`config.mk`:
```
export PLATFORM = sky130hd
export DESIGN_NAME = nibble_cpu_core_datapath
export DESIGN_NICKNAME = d
export VERILOG_FILES = /design/src/logic/nibble_cpu_core_datapath.v
export VERILOG_INCLUDE_DIRS = /design/src /design/src/pkg
export SDC_FILE = /design/constraint.sdc
export NUM_CORES = 1
export LEC_CHECK = 0
export ABC_AREA = 1
export BUFFER_PORTS_ARGS = -buffer_cell sky130_fd_sc_hd__buf_2
export CORE_UTILIZATION = 45
export DETAILED_ROUTE_END_ITERATION = 10
export HOLD_SLACK_MARGIN = 0.05
export PLACE_DENSITY_LB_ADDON = 0.1
export SETUP_SLACK_MARGIN = 0.3
export SYNTH_ARGS = -nofsm -noshare
export SYNTH_HDL_FRONTEND = slang
export SYNTH_SLANG_ARGS = --single-unit
```
`constraint.sdc`:
```
create_clock -name clk -period 4.5 [get_ports clk]
set_input_delay 0 -clock clk [delete_from_list [all_inputs] [get_ports clk]]
set_output_delay 0 -clock clk [all_outputs]
set_load 0.03 [all_outputs]
```
`src/pkg/nibble_cpu_core_datapath_regs.vh`:
```
`ifndef NIBBLE_CPU_CORE_DATAPATH_REGS_VH
`define NIBBLE_CPU_CORE_DATAPATH_REGS_VH
// Operation
// - pc is 12 bits: page bit on top, 11-bit ripple counter below
// - unconditional jump loads the page bit, reaching above 2K
// - pc spans only 4K words; wider stores need outside banking
// - binary add/sub with and without carry, register, memory, immediate forms
// - decimal adjust after addition and after subtraction
// - and, or, xor in accumulator, memory and immediate-to-memory forms
// - branch on accumulator bit set, zero, nonzero, carry set or clear
// - carry captures carry or borrow of every add and subtract; decimal adjust after subtraction keeps it
// - call and interrupt push carry; return-from-interrupt restores it
// - return-with-constant pops address but leaves carry alone
// - 4-bit accumulator takes results and moves data to memory
// - table jump target is pc[11:8], table branch reg, accumulator
// - return-with-constant loads word bits 7..4 to table reg, 3..0 to acc
// - indirect pointer is 10 bits: 3-bit high, 3-bit middle, 4-bit low
// - pseudo index access reaches data memory at pointer bits 9..0
// - stack holds eight 13-bit entries, carry in msb, pc below
// - stack is last-in first-out; returns pop the newest entry
// - ninth push drops the oldest entry from the bottom
// - one instruction takes four clock periods
// - vectors 000..004: reset, external, timer, base timer, port

// instruction timing
`define CYCLE_PHASES 4
// stack
`define STK_DEPTH 8
// entry points
`define VEC_RESET 12'h000
`define VEC_EXT 12'h001
`define VEC_TIMER 12'h002
`define VEC_BASE_TIMER 12'h003
`define VEC_PORT 12'h004
// internal locations within the direct address space
`define ADDR_TABLE_BRANCH 7'h0e
`define ADDR_PSEUDO_INDEX 7'h0f
`define ADDR_PTR_LOW 7'h10
`define ADDR_PTR_MID 7'h11
`define ADDR_PTR_HIGH 7'h12
// instruction classes, bits 14..12 with bit 15 low
`define CLS_ALU 3'h0
`define CLS_BRANCH 3'h1
`define CLS_JUMP 3'h2
`define CLS_CALL 3'h3
`define CLS_TJUMP 3'h4
`define CLS_RETW 3'h5
`define CLS_RETI 3'h6
`define CLS_MISC 3'h7
// alu functions, func bits 3..1; func bit 0 selects memory destination
`define FN_ADD 3'h0
`define FN_ADC 3'h1
`define FN_SUB 3'h2
`define FN_SBC 3'h3
`define FN_AND 3'h4
`define FN_OR 3'h5
`define FN_EOR 3'h6
`define FN_MOVE 3'h7
// misc operations
`define MS_SHR 4'h1
`define MS_DAA 4'h2
`define MS_DAS 4'h3
// branch conditions 0..3 test accumulator bit n
`define BR_ZERO 3'h4
`define BR_NZERO 3'h5
`define BR_CARRY 3'h6
`define BR_NCARRY 3'h7
// decimal adjust constants
`define BCD_MAX 4'h9
`define BCD_ADD_FIX 4'h6
`define BCD_SUB_FIX 4'ha
// reset values
`define RST_ACC 4'h0
`define RST_CARRY 1'b0
`define RST_TBR 4'h0
`define RST_PTR_LOW 4'h0
`define RST_PTR_HI 3'h0
`endif

```
`src/logic/nibble_cpu_core_datapath.v`:
```
`timescale 1ns/1ps
`include "nibble_cpu_core_datapath_regs.vh"
module nibble_cpu_core_datapath #(
    parameter STACK_DEPTH = `STK_DEPTH
)
(
    // clock, reset, enable
    input wire clk,
    input wire rst,
    input wire ce,
    // program rom
    output reg [11:0] romAddr_r,
    input wire [15:0] romData,
    // data ram
    output reg [9:0] ramAddr_r,
    output reg [3:0] ramWrData_r,
    output reg ramWe_r,
    input wire [3:0] ramRdData,
    // interrupt requests, bit 0 highest priority
    input wire [3:0] intReq,
    output reg [3:0] intAck_r,
    // core state
    output reg [3:0] accumulator_nibble_r,
    output reg carry_flag_r,
    output reg instrDone_r
);

localparam PH_FETCH = 4'b0001;
localparam PH_DECODE = 4'b0010;
localparam PH_READ = 4'b0100;
localparam PH_EXEC = 4'b1000;

function [4:0] addc;
    input [3:0] a;
    input [3:0] b;
    input ci;
    begin
        addc = {1'b0, a} + {1'b0, b} + {4'h0, ci};
    end
endfunction

reg [3:0] phase_r;
reg [15:0] ir_r;
reg [3:0] opnd_r;
reg page_bit_r;
reg [10:0] pcLow_r;
reg [3:0] table_branch_reg_r;
reg [3:0] pointer_low_part_r;
reg [2:0] pointer_middle_part_r;
reg [2:0] pointer_high_part_r;
reg inService_r;
reg [12:0] stack_r [0:STACK_DEPTH-1];
integer i;

wire immForm = ir_r[15];
wire [2:0] cls = ir_r[14:12];
wire [3:0] func = immForm ? ir_r[14:11] : ir_r[11:8];
wire [3:0] imm = ir_r[10:7];
wire [6:0] dirAddr = ir_r[6:0];
wire isAlu = immForm || (cls == `CLS_ALU);
wire [11:0] pcCur = {page_bit_r, pcLow_r};
wire [9:0] pointerAddr = {pointer_high_part_r, pointer_middle_part_r,
    pointer_low_part_r};
wire [12:0] stackTop = stack_r[0];
// ripple counter only: the page bit never changes by counting
wire [11:0] pcInc = {page_bit_r, pcLow_r + 11'h001};
wire [3:0] aOp = immForm ? opnd_r : accumulator_nibble_r;
wire [3:0] bOp = immForm ? imm : opnd_r;

reg [4:0] sum;
reg [3:0] res;
reg [3:0] accNxt;
reg cyNxt;
reg memWr;
reg [11:0] pcNxt;
reg doPush;
reg doPop;
reg takeBranch;
reg [3:0] irqSel;
reg [11:0] irqVec;

always @*
begin
    sum = 5'h00;
    res = bOp;
    accNxt = accumulator_nibble_r;
    cyNxt = carry_flag_r;
    memWr = 1'b0;
    pcNxt = pcInc;
    doPush = 1'b0;
    doPop = 1'b0;
    takeBranch = 1'b0;
    if (isAlu)
    begin
        case (func[3:1])
        `FN_ADD:
        begin
            sum = addc(aOp, bOp, 1'b0);
            res = sum[3:0];
            cyNxt = sum[4];
        end
        `FN_ADC:
        begin
            sum = addc(aOp, bOp, carry_flag_r);
            res = sum[3:0];
            cyNxt = sum[4];
        end
        `FN_SUB:
        begin
            // carry flag set means a borrow occurred
            sum = addc(aOp, ~bOp, 1'b1);
            res = sum[3:0];
            cyNxt = ~sum[4];
        end
        `FN_SBC:
        begin
            sum = addc(aOp, ~bOp, ~carry_flag_r);
            res = sum[3:0];
            cyNxt = ~sum[4];
        end
        `FN_AND:
            res = aOp & bOp;
        `FN_OR:
            res = aOp | bOp;
        `FN_EOR:
            res = aOp ^ bOp;
        default:
            // store form writes the accumulator out, others move operand
            res = (func[0] && !immForm) ? accumulator_nibble_r : bOp;
        endcase
        if (func[0])
            memWr = 1'b1;
        else
            accNxt = res;
    end
    else
    begin
        case (cls)
        `CLS_BRANCH:
        begin
            if (!ir_r[10])
                takeBranch = accumulator_nibble_r[ir_r[9:8]];
            else if (ir_r[10:8] == `BR_ZERO)
                takeBranch = (accumulator_nibble_r == 4'h0);
            else if (ir_r[10:8] == `BR_NZERO)
                takeBranch = (accumulator_nibble_r != 4'h0);
            else if (ir_r[10:8] == `BR_CARRY)
                takeBranch = carry_flag_r;
            else
                takeBranch = !carry_flag_r;
            if (takeBranch)
                pcNxt = {pcCur[11:8], ir_r[7:0]};
        end
        `CLS_JUMP:
            pcNxt = ir_r[11:0];
        `CLS_CALL:
        begin
            doPush = 1'b1;
            pcNxt = ir_r[11:0];
        end
        `CLS_TJUMP:
            pcNxt = {pcCur[11:8], table_branch_reg_r, accumulator_nibble_r};
        `CLS_RETW:
        begin
            doPop = 1'b1;
            pcNxt = stackTop[11:0];
            accNxt = ir_r[3:0];
        end
        `CLS_RETI:
        begin
            doPop = 1'b1;
            pcNxt = stackTop[11:0];
            cyNxt = stackTop[12];
        end
        default:
        begin
            if (ir_r[11:8] == `MS_SHR)
                accNxt = {1'b0, accumulator_nibble_r[3:1]};
            else if (ir_r[11:8] == `MS_DAA)
            begin
                if (accumulator_nibble_r > `BCD_MAX || carry_flag_r)
                begin
                    sum = addc(accumulator_nibble_r, `BCD_ADD_FIX, 1'b0);
                    accNxt = sum[3:0];
                    cyNxt = 1'b1;
                end
            end
            else if (ir_r[11:8] == `MS_DAS)
            begin
                if (accumulator_nibble_r > `BCD_MAX || carry_flag_r)
                begin
                    sum = addc(accumulator_nibble_r, `BCD_SUB_FIX, 1'b0);
                    accNxt = sum[3:0];
                end
            end
        end
        endcase
    end
end

// fixed priority; only taken when the instruction itself leaves the stack alone
always @*
begin
    irqSel = 4'h0;
    irqVec = `VEC_RESET;
    if (intReq[0])
    begin
        irqSel = 4'h1;
        irqVec = `VEC_EXT;
    end
    else if (intReq[1])
    begin
        irqSel = 4'h2;
        irqVec = `VEC_TIMER;
    end
    else if (intReq[2])
    begin
        irqSel = 4'h4;
        irqVec = `VEC_BASE_TIMER;
    end
    else if (intReq[3])
    begin
        irqSel = 4'h8;
        irqVec = `VEC_PORT;
    end
end

wire irqTake = (irqSel != 4'h0) && !inService_r && !doPush && !doPop;
wire stackPush = doPush || irqTake;
// a call returns past itself; an interrupt resumes at the next pc
wire [12:0] pushData = {cyNxt, doPush ? pcInc : pcNxt};
wire [11:0] pcFinal = irqTake ? irqVec : pcNxt;

always @(posedge clk)
begin
    if (rst)
    begin
        phase_r <= PH_FETCH;
        ir_r <= 16'h0000;
        opnd_r <= 4'h0;
        page_bit_r <= 1'b0;
        pcLow_r <= 11'h000;
        romAddr_r <= `VEC_RESET;
        ramAddr_r <= 10'h000;
        ramWrData_r <= 4'h0;
        ramWe_r <= 1'b0;
        intAck_r <= 4'h0;
        instrDone_r <= 1'b0;
        accumulator_nibble_r <= `RST_ACC;
        carry_flag_r <= `RST_CARRY;
        table_branch_reg_r <= `RST_TBR;
        pointer_low_part_r <= `RST_PTR_LOW;
        pointer_middle_part_r <= `RST_PTR_HI;
        pointer_high_part_r <= `RST_PTR_HI;
        inService_r <= 1'b0;
        for (i = 0; i < STACK_DEPTH; i = i + 1)
            stack_r[i] <= 13'h0000;
    end
    else if (ce)
    begin
        ramWe_r <= 1'b0;
        intAck_r <= 4'h0;
        instrDone_r <= 1'b0;
        case (phase_r)
        PH_FETCH:
        begin
            ir_r <= romData;
            phase_r <= PH_DECODE;
        end
        PH_DECODE:
        begin
            if (dirAddr == `ADDR_PSEUDO_INDEX)
                ramAddr_r <= pointerAddr;
            else
                ramAddr_r <= {3'h0, dirAddr};
            phase_r <= PH_READ;
        end
        PH_READ:
        begin
            // pointer parts and table reg live here, not in ram
            if (dirAddr == `ADDR_TABLE_BRANCH)
                opnd_r <= table_branch_reg_r;
            else if (dirAddr == `ADDR_PTR_LOW)
                opnd_r <= pointer_low_part_r;
            else if (dirAddr == `ADDR_PTR_MID)
                opnd_r <= {1'b0, pointer_middle_part_r};
            else if (dirAddr == `ADDR_PTR_HIGH)
                opnd_r <= {1'b0, pointer_high_part_r};
            else
                opnd_r <= ramRdData;
            phase_r <= PH_EXEC;
        end
        default:
        begin
            accumulator_nibble_r <= accNxt;
            carry_flag_r <= cyNxt;
            if (cls == `CLS_RETW && !immForm)
                table_branch_reg_r <= ir_r[7:4];
            if (memWr)
            begin
                if (dirAddr == `ADDR_TABLE_BRANCH)
                    table_branch_reg_r <= res;
                else if (dirAddr == `ADDR_PTR_LOW)
                    pointer_low_part_r <= res;
                else if (dirAddr == `ADDR_PTR_MID)
                    pointer_middle_part_r <= res[2:0];
                else if (dirAddr == `ADDR_PTR_HIGH)
                    pointer_high_part_r <= res[2:0];
                else
                begin
                    ramWrData_r <= res;
                    ramWe_r <= 1'b1;
                end
            end
            if (stackPush)
            begin
                // no overflow stop: the oldest entry falls off the bottom
                for (i = STACK_DEPTH - 1; i > 0; i = i - 1)
                    stack_r[i] <= stack_r[i-1];
                stack_r[0] <= pushData;
            end
            else if (doPop)
            begin
                for (i = 0; i < STACK_DEPTH - 1; i = i + 1)
                    stack_r[i] <= stack_r[i+1];
                stack_r[STACK_DEPTH-1] <= 13'h0000;
            end
            if (irqTake)
            begin
                inService_r <= 1'b1;
                intAck_r <= irqSel;
            end
            else if (cls == `CLS_RETI && !immForm)
                inService_r <= 1'b0;
            page_bit_r <= pcFinal[11];
            pcLow_r <= pcFinal[10:0];
            romAddr_r <= pcFinal;
            instrDone_r <= 1'b1;
            phase_r <= PH_FETCH;
        end
        endcase
    end
end

endmodule

```
* After elaboration in Yosys (flattened, before gate mapping)
Memories as Yosys holds them, arrays and structs flattened.
Cells that the tools add are included.
** Storage, ports and cells
- Logic and storage cells :: 218
- Latch bits :: 0
- RAM bits :: 104
- Memories kept :: 1
- Memory bits (read-only) :: 0
- Input port bits :: 27
- Bits in registers :: 88
- Output and inout bits :: 37
** Memories
- stack_r :: words 8, width 13, read ports 8, clocked after Yosys merged registers in 0, wr ports 8, line nibble_cpu_core_datapath.v:52 : reg [12:0] stack_r [0:STACK_DEPTH-1];
** Cells by class
- $add $sub $neg :: 8
- Eq/ne operators :: 28
- Muxes and demuxes :: 96
- Multipliers :: 0
- Shift operators :: 0
- Order comparisons :: 2
- Bitwise logic cells :: 28
- Div/mod/pow operators :: 0
- Reduce and logical (&&, ||, !) cells :: 37
** Operators by type and width (number)
- $mux 13 :: 16
- $mux 4 :: 25
- $pmux 12 s4 :: 1
- $mux 1 :: 39
- $mux 12 :: 3
- $pmux 4 s7 :: 1
- $eq 3x3->1 const B :: 9
- $eq 7x5->1 const B :: 3
- $or 1x1->1 :: 16
- $eq 7x4->1 const B :: 2
- $reduce_and 7->1 :: 2
- $eq 3x2->1 const B :: 4
- $eq 4x2->1 const B :: 3
- $mux 3 :: 4
- $pmux 4 s3 :: 1
- $reduce_and 6->1 :: 2
- $reduce_bool 4->1 :: 3
- $add 11x1->11 const B :: 1
- $mux 11 :: 1
- $add 4x4->5 :: 2
- $add 5x1->5 :: 2
- $mux 10 :: 1
- $reduce_or 5->1 :: 2
- $eq 4x1->1 const B :: 2
- 30 further kinds :: 54

* Longest topological paths before layout
- Depth in word-level cells :: 16
- Gate-level depth with buffers :: 23
- Gate-level depth less buffers :: 21

* Worst setup path before layout
Ideal clock, no wire load.
- Path type :: reg-to-reg
- Start point :: register phase_r[3]
- End point :: memory stack_r[0][0], enable pin
- Arrival time :: 2.861 ns
- Period minus slack after synthesis :: 3.723 ns
- Stages on the path, launching flop included :: 12
- Setup time :: 0.862 ns
- Setup slack :: 0.777 ns
- Data required time :: 3.638 ns
- Buffers on the path :: 1
- Cell sequence :: dfxtp_1 -> nor2_1 -> nand2_1 -> nor2_2 -> nor3_4 -> inv_1 -> nor2_4 -> inv_2 -> nor2_4 -> inv_2 -> buf_2 -> nand3_1
** RTL lines
- start, declared :: line nibble_cpu_core_datapath.v:42 : reg [3:0] phase_r;
- start signal, assigned :: line nibble_cpu_core_datapath.v:238 : phase_r <= PH_FETCH;
- start signal, assigned :: line nibble_cpu_core_datapath.v:268 : phase_r <= PH_DECODE;
- start signal, assigned :: line nibble_cpu_core_datapath.v:276 : phase_r <= PH_READ;
- end, declared :: line nibble_cpu_core_datapath.v:52

* Worst setup path in the final report
- Start point :: register ir_r[15]
- End point :: register intAck_r[3]
** On the way
- Word-level cells in the longest chain between the ends :: 7
- Elaborated cells between the ends (all ways) :: 9
- Those cells by class :: 4 x mux; 5 x reduce/logical
** RTL lines
- start, declared :: line nibble_cpu_core_datapath.v:43 : reg [15:0] ir_r;
- start signal, assigned :: line nibble_cpu_core_datapath.v:267 : ir_r <= romData;
- $logic_or 1x1->1 (*) :: line nibble_cpu_core_datapath.v:60 : wire isAlu = immForm || (cls == `CLS_ALU);
- $mux 1 :: line nibble_cpu_core_datapath.v:93 : if (isAlu)
- $logic_not 1->1 :: line nibble_cpu_core_datapath.v:228 : wire irqTake = (irqSel != 4'h0) && !inService_r && !doPush && !doPop;
- $logic_and 1x1->1 :: line nibble_cpu_core_datapath.v:228
- $logic_and 1x1->1 (*) :: line nibble_cpu_core_datapath.v:228
- $mux 4 (*) :: line nibble_cpu_core_datapath.v:328 : if (irqTake)
- $mux 4 (*) :: line nibble_cpu_core_datapath.v:264 : case (phase_r)
- end signal, assigned :: line nibble_cpu_core_datapath.v:331 : intAck_r <= irqSel;
- end, declared :: line nibble_cpu_core_datapath.v:21 : output reg [3:0] intAck_r,
Every way passes the cells marked *; elsewhere a longest branch is shown, timed or not.
A chain may end at the register's enable or synchronous reset.

==> impl_metrics.tcl <==
set metrics [dict create \
    status "completed" \
    cts_resized 0 \
    clock_latency_ns 0.44 \
    setup_viol 0 \
    rr_worst_depth 9 \
    r2r-start "ir_r[15]$_SDFFE_PP0P_" \
    synthMuxAreaShare_pct 0 \
    start_kind "flop" \
    period_share_pct 83.1 \
    synth_area_leaders "edfxtp_1 (32%), dfxtp_1 (16%), nand2_1 (11%)" \
    synth_top_family_by_area "simple AND/OR/NAND/NOR gates" \
    crit_fanout 27 \
    synthSimpleGateAreaFrac_pct 22.5 \
    cp_slowest_cell "dfxtp_1" \
    final_nets 1390 \
    path_clk_slew_ns 0.07 \
    syn_nets 1320 \
    power-per-cell-area_nw_per_um2 384 \
    p_leak_nw 4.89 \
    overflow 0 \
    fmax_mhz 267 \
    worstHoldPathType "in -> reg" \
    r2r_slack_ns 0.76 \
    grtUsageTotal_pct 25.0 \
    dieWidth_um 150 \
    ios 64 \
    synth_warnings 0 \
    rsz0062_at_grt "no" \
    ir_drop_mv 0.228 \
    detailed_place_hpwl_mm 19.5 \
    wire_per_inst_um 16.7 \
    critPathRequiredTime_ns 4.88 \
    place_congestion 0.947 \
    synth_common_cells "nand2_1 (284), inv_1 (197), nand3_1 (116), edfxtp_1 (104), o21ai_0 (95)" \
    path_class "reg -> reg" \
    use_met3_pct 3.69 \
    yosysTopAreaCell "edfxtp_1" \
    clockBufferDepth 2 \
    register_area_um2 4640 \
    cap_violations 0 \
    cts_root_buf "clkbuf_16" \
    first_iter_violations 666 \
    synth_area_per_cell_um2 7.72 \
    synth_seq_cells 180 \
    routed_wl_mm 27.2 \
    tns_ns 0 \
    slew_headroom_pct 39.3 \
    cts-htree-levels 4 \
    p_total_mw 4.32 \
    arrival_ns 4.12 \
    post-synth-top-count-cell "nand2_1" \
    setup_ws_ns 0.761 \
    clock-sinks 180 \
    multi_input_area_um2 4170 \
    r2r_end "intAck_r[3]$_SDFFE_PP0P_" \
    finalNonFillerCells 1628 \
    cp_slowest_stage_delay_ns 0.87 \
    core-area_um2 21200 \
    place_ws_ns 0.992 \
    via_count 8843 \
    synth_area_um2 9820 \
    drv_slew 0 \
    use_met2_pct 40.7 \
    top_usage_layer "met2" \
    period_needed_ns 3.74 \
    antenna_cells 0 \
    min_to "opnd_r[0]$_SDFFE_PP0P_" \
    nFillCells 2056 \
    holdPathStages 7 \
    antenna_found_initial 0 \
    synth_edf_count 104 \
    path_cells "nor3_2 -> buf_4 -> inv_1 -> nand3_1 -> nor2_1 -> nand3_1 -> dlygate4sd3_1 -> a21oi_1 -> dlygate4sd3_1" \
    synth_xor_area_share_pct 0.625 \
    rows 53 \
    drtAntennaViolNets 0 \
    dieHeight_um 150 \
    io_buffer_count 63 \
    grt_pass1_wl_mm 43.5 \
    initial_core_util_pct 46.3 \
    grt.met1_usage_pct 33.9 \
    worstMarginPinSlew_ns 0.907 \
    ys_types 39 \
    layout-drive-gt1-share_pct 9.53 \
    cts_setup_buffers 0 \
    area_growth_pct 14.5 \
    ys_seq_area_share_pct 47.3 \
    hold_viol_final 0 \
    synth_top_area_share_pct 31.8 \
    vias_per_cell 5.43 \
    dieArea_um2 22400 \
    finClkSkew_ns 0.0149 \
    syn_inst 1271 \
    post-place-cells 1570 \
    drc 0 \
    grt_start_max_net_pins 43 \
    grt_pass1_vias 8312 \
    cts_tree "done" \
    min_from "ramRdData[0]" \
    yosys.area_share.adder_pct 3.03 \
    synth-compound-area-share_pct 16.2 \
    synthArstFlopShare_pct 0 \
    cp-end-kind "flop" \
    first_pass_iters 7 \
    numCtsBuffers 17 \
    ys.flop_type "edfxtp_1" \
]
-- worst max-delay path by stage --
stage / start / to / slack (ns) / cells after the start
5_1_grt: ir_r[15]$_SDFFE_PP0P_ / intAck_r[3]$_SDFFE_PP0P_ / 0.42 / 10
3_5_place_dp: ir_r[15]$_SDFFE_PP0P_ / stack_r[0][12]$_SDFFCE_PN0P_ / 0.99 / 15
6_report: ir_r[15]$_SDFFE_PP0P_ / intAck_r[3]$_SDFFE_PP0P_ / 0.76 / 9
2_1_floorplan: phase_r[3]$_SDFFE_PP0P_ / stack_r[0][0]$_SDFFCE_PN0P_ / 0.78 / 11
3_3_place_gp: ir_r[15]$_SDFFE_PP0P_ / stack_r[0][12]$_SDFFCE_PN0P_ / 1.13 / 15
4_1_cts: ir_r[15]$_SDFFE_PP0P_ / intAck_r[3]$_SDFFE_PP0P_ / 0.83 / 9
-- registers in the layout, indices dropped and copies added, names as in the netlist --
| register | flops |
|---|---|
| instrDone_r | 1 |
| pointer_high_part_r | 3 |
| carry_flag_r | 1 |
| ramWe_r | 1 |
| opnd_r | 4 |
| ir_r | 16 |
| ramAddr_r | 10 |
| table_branch_reg_r | 4 |
| pointer_middle_part_r | 3 |
| phase_r | 4 |
| intAck_r | 4 |
| ramWrData_r | 4 |
| inService_r | 1 |
| pointer_low_part_r | 4 |
| accumulator_nibble_r | 4 |
| stack_r | 104 |
| romAddr_r | 12 |
-- cell type report --
| class | count | area share (%) |
|---|---|---|
| clock buffer | 17 | 3.79 |
| clock inverter | 14 | 1.64 |
| inverter | 208 | 6.95 |
| multi-input combinational | 832 | 37.1 |
| sequential | 180 | 41.3 |
| tap | 275 | 3.06 |
| timing repair buffer | 102 | 6.12 |
-- metal layers --
layer	share of wire (%)	wire (µm)
met1	46	12400
met5	0	0
met3	5.4	1460
met2	47	12700
met4	2.3	633
-- stage by stage --
| step | hold WS, ns | cell area, µm² | utilization [%] |
|---|---|---|---|
| after floorplan | 0.112 | 9820 | - |
| after global placement | 0.269 | 10400 | 48.8 |
| after detailed placement | 0.275 | 10400 | 48.8 |
| after CTS | 0.0859 | 11200 | 53.0 |
| after global routing | 0.143 | 11200 | 53.0 |
| final | 0.0968 | 11200 | 53.0 |
-- timing repair --
action / CTS / global route
hold endpoints to repair: 32 / 0
hold buffers: 27 / 0
setup endpoints to repair: 0 / 0
-- worst max-delay path, delay by kind of cell, from the launching register on --
kind	cells	cell delay (ns)
compound gates	1	0.12
flops	1	0.87
buf+inv	4	1.80
simple gates	4	0.89
-- kinds of logic after synthesis --
kind of cell / Yosys count
adders and majority gates: 22
buffers and inverters: 259
AOI/OAI and AO/OA: 281
and+or+nand+nor: 522
DFF: 180
xor gates and xnor gates: 7
-- where the power goes --
part           internal, mW  switching (mW)
combinational         0.251           0.596
clock                 0.802           0.731
sequential             1.87          0.0697
-- cells in the final DEF (no fill, tap or decap), types with 4 or more instances in the layout --
cell / netlist / final
nor3_1: 15 / 15
o21ai_0: 95 / 95
dlygate4sd3_1: 0 / 27
o211ai_1: 7 / 7
ha_1: 19 / 19
buf_4: 4 / 11
a31oi_1: 8 / 8
inv_8: 0 / 4
xor2_1: 4 / 4
clkbuf_16: 0 / 17
nand2_1: 284 / 284
a211oi_1: 14 / 14
o22ai_1: 68 / 68
inv_2: 9 / 9
nand4_1: 11 / 11
inv_1: 197 / 197
nor2_1: 84 / 84
o21a_1: 4 / 4
buf_2: 24 / 63
a21oi_1: 76 / 76
nand3_1: 116 / 114
edfxtp_1: 104 / 104
dfxtp_1: 76 / 76
(Power assumes the default switching activity.)
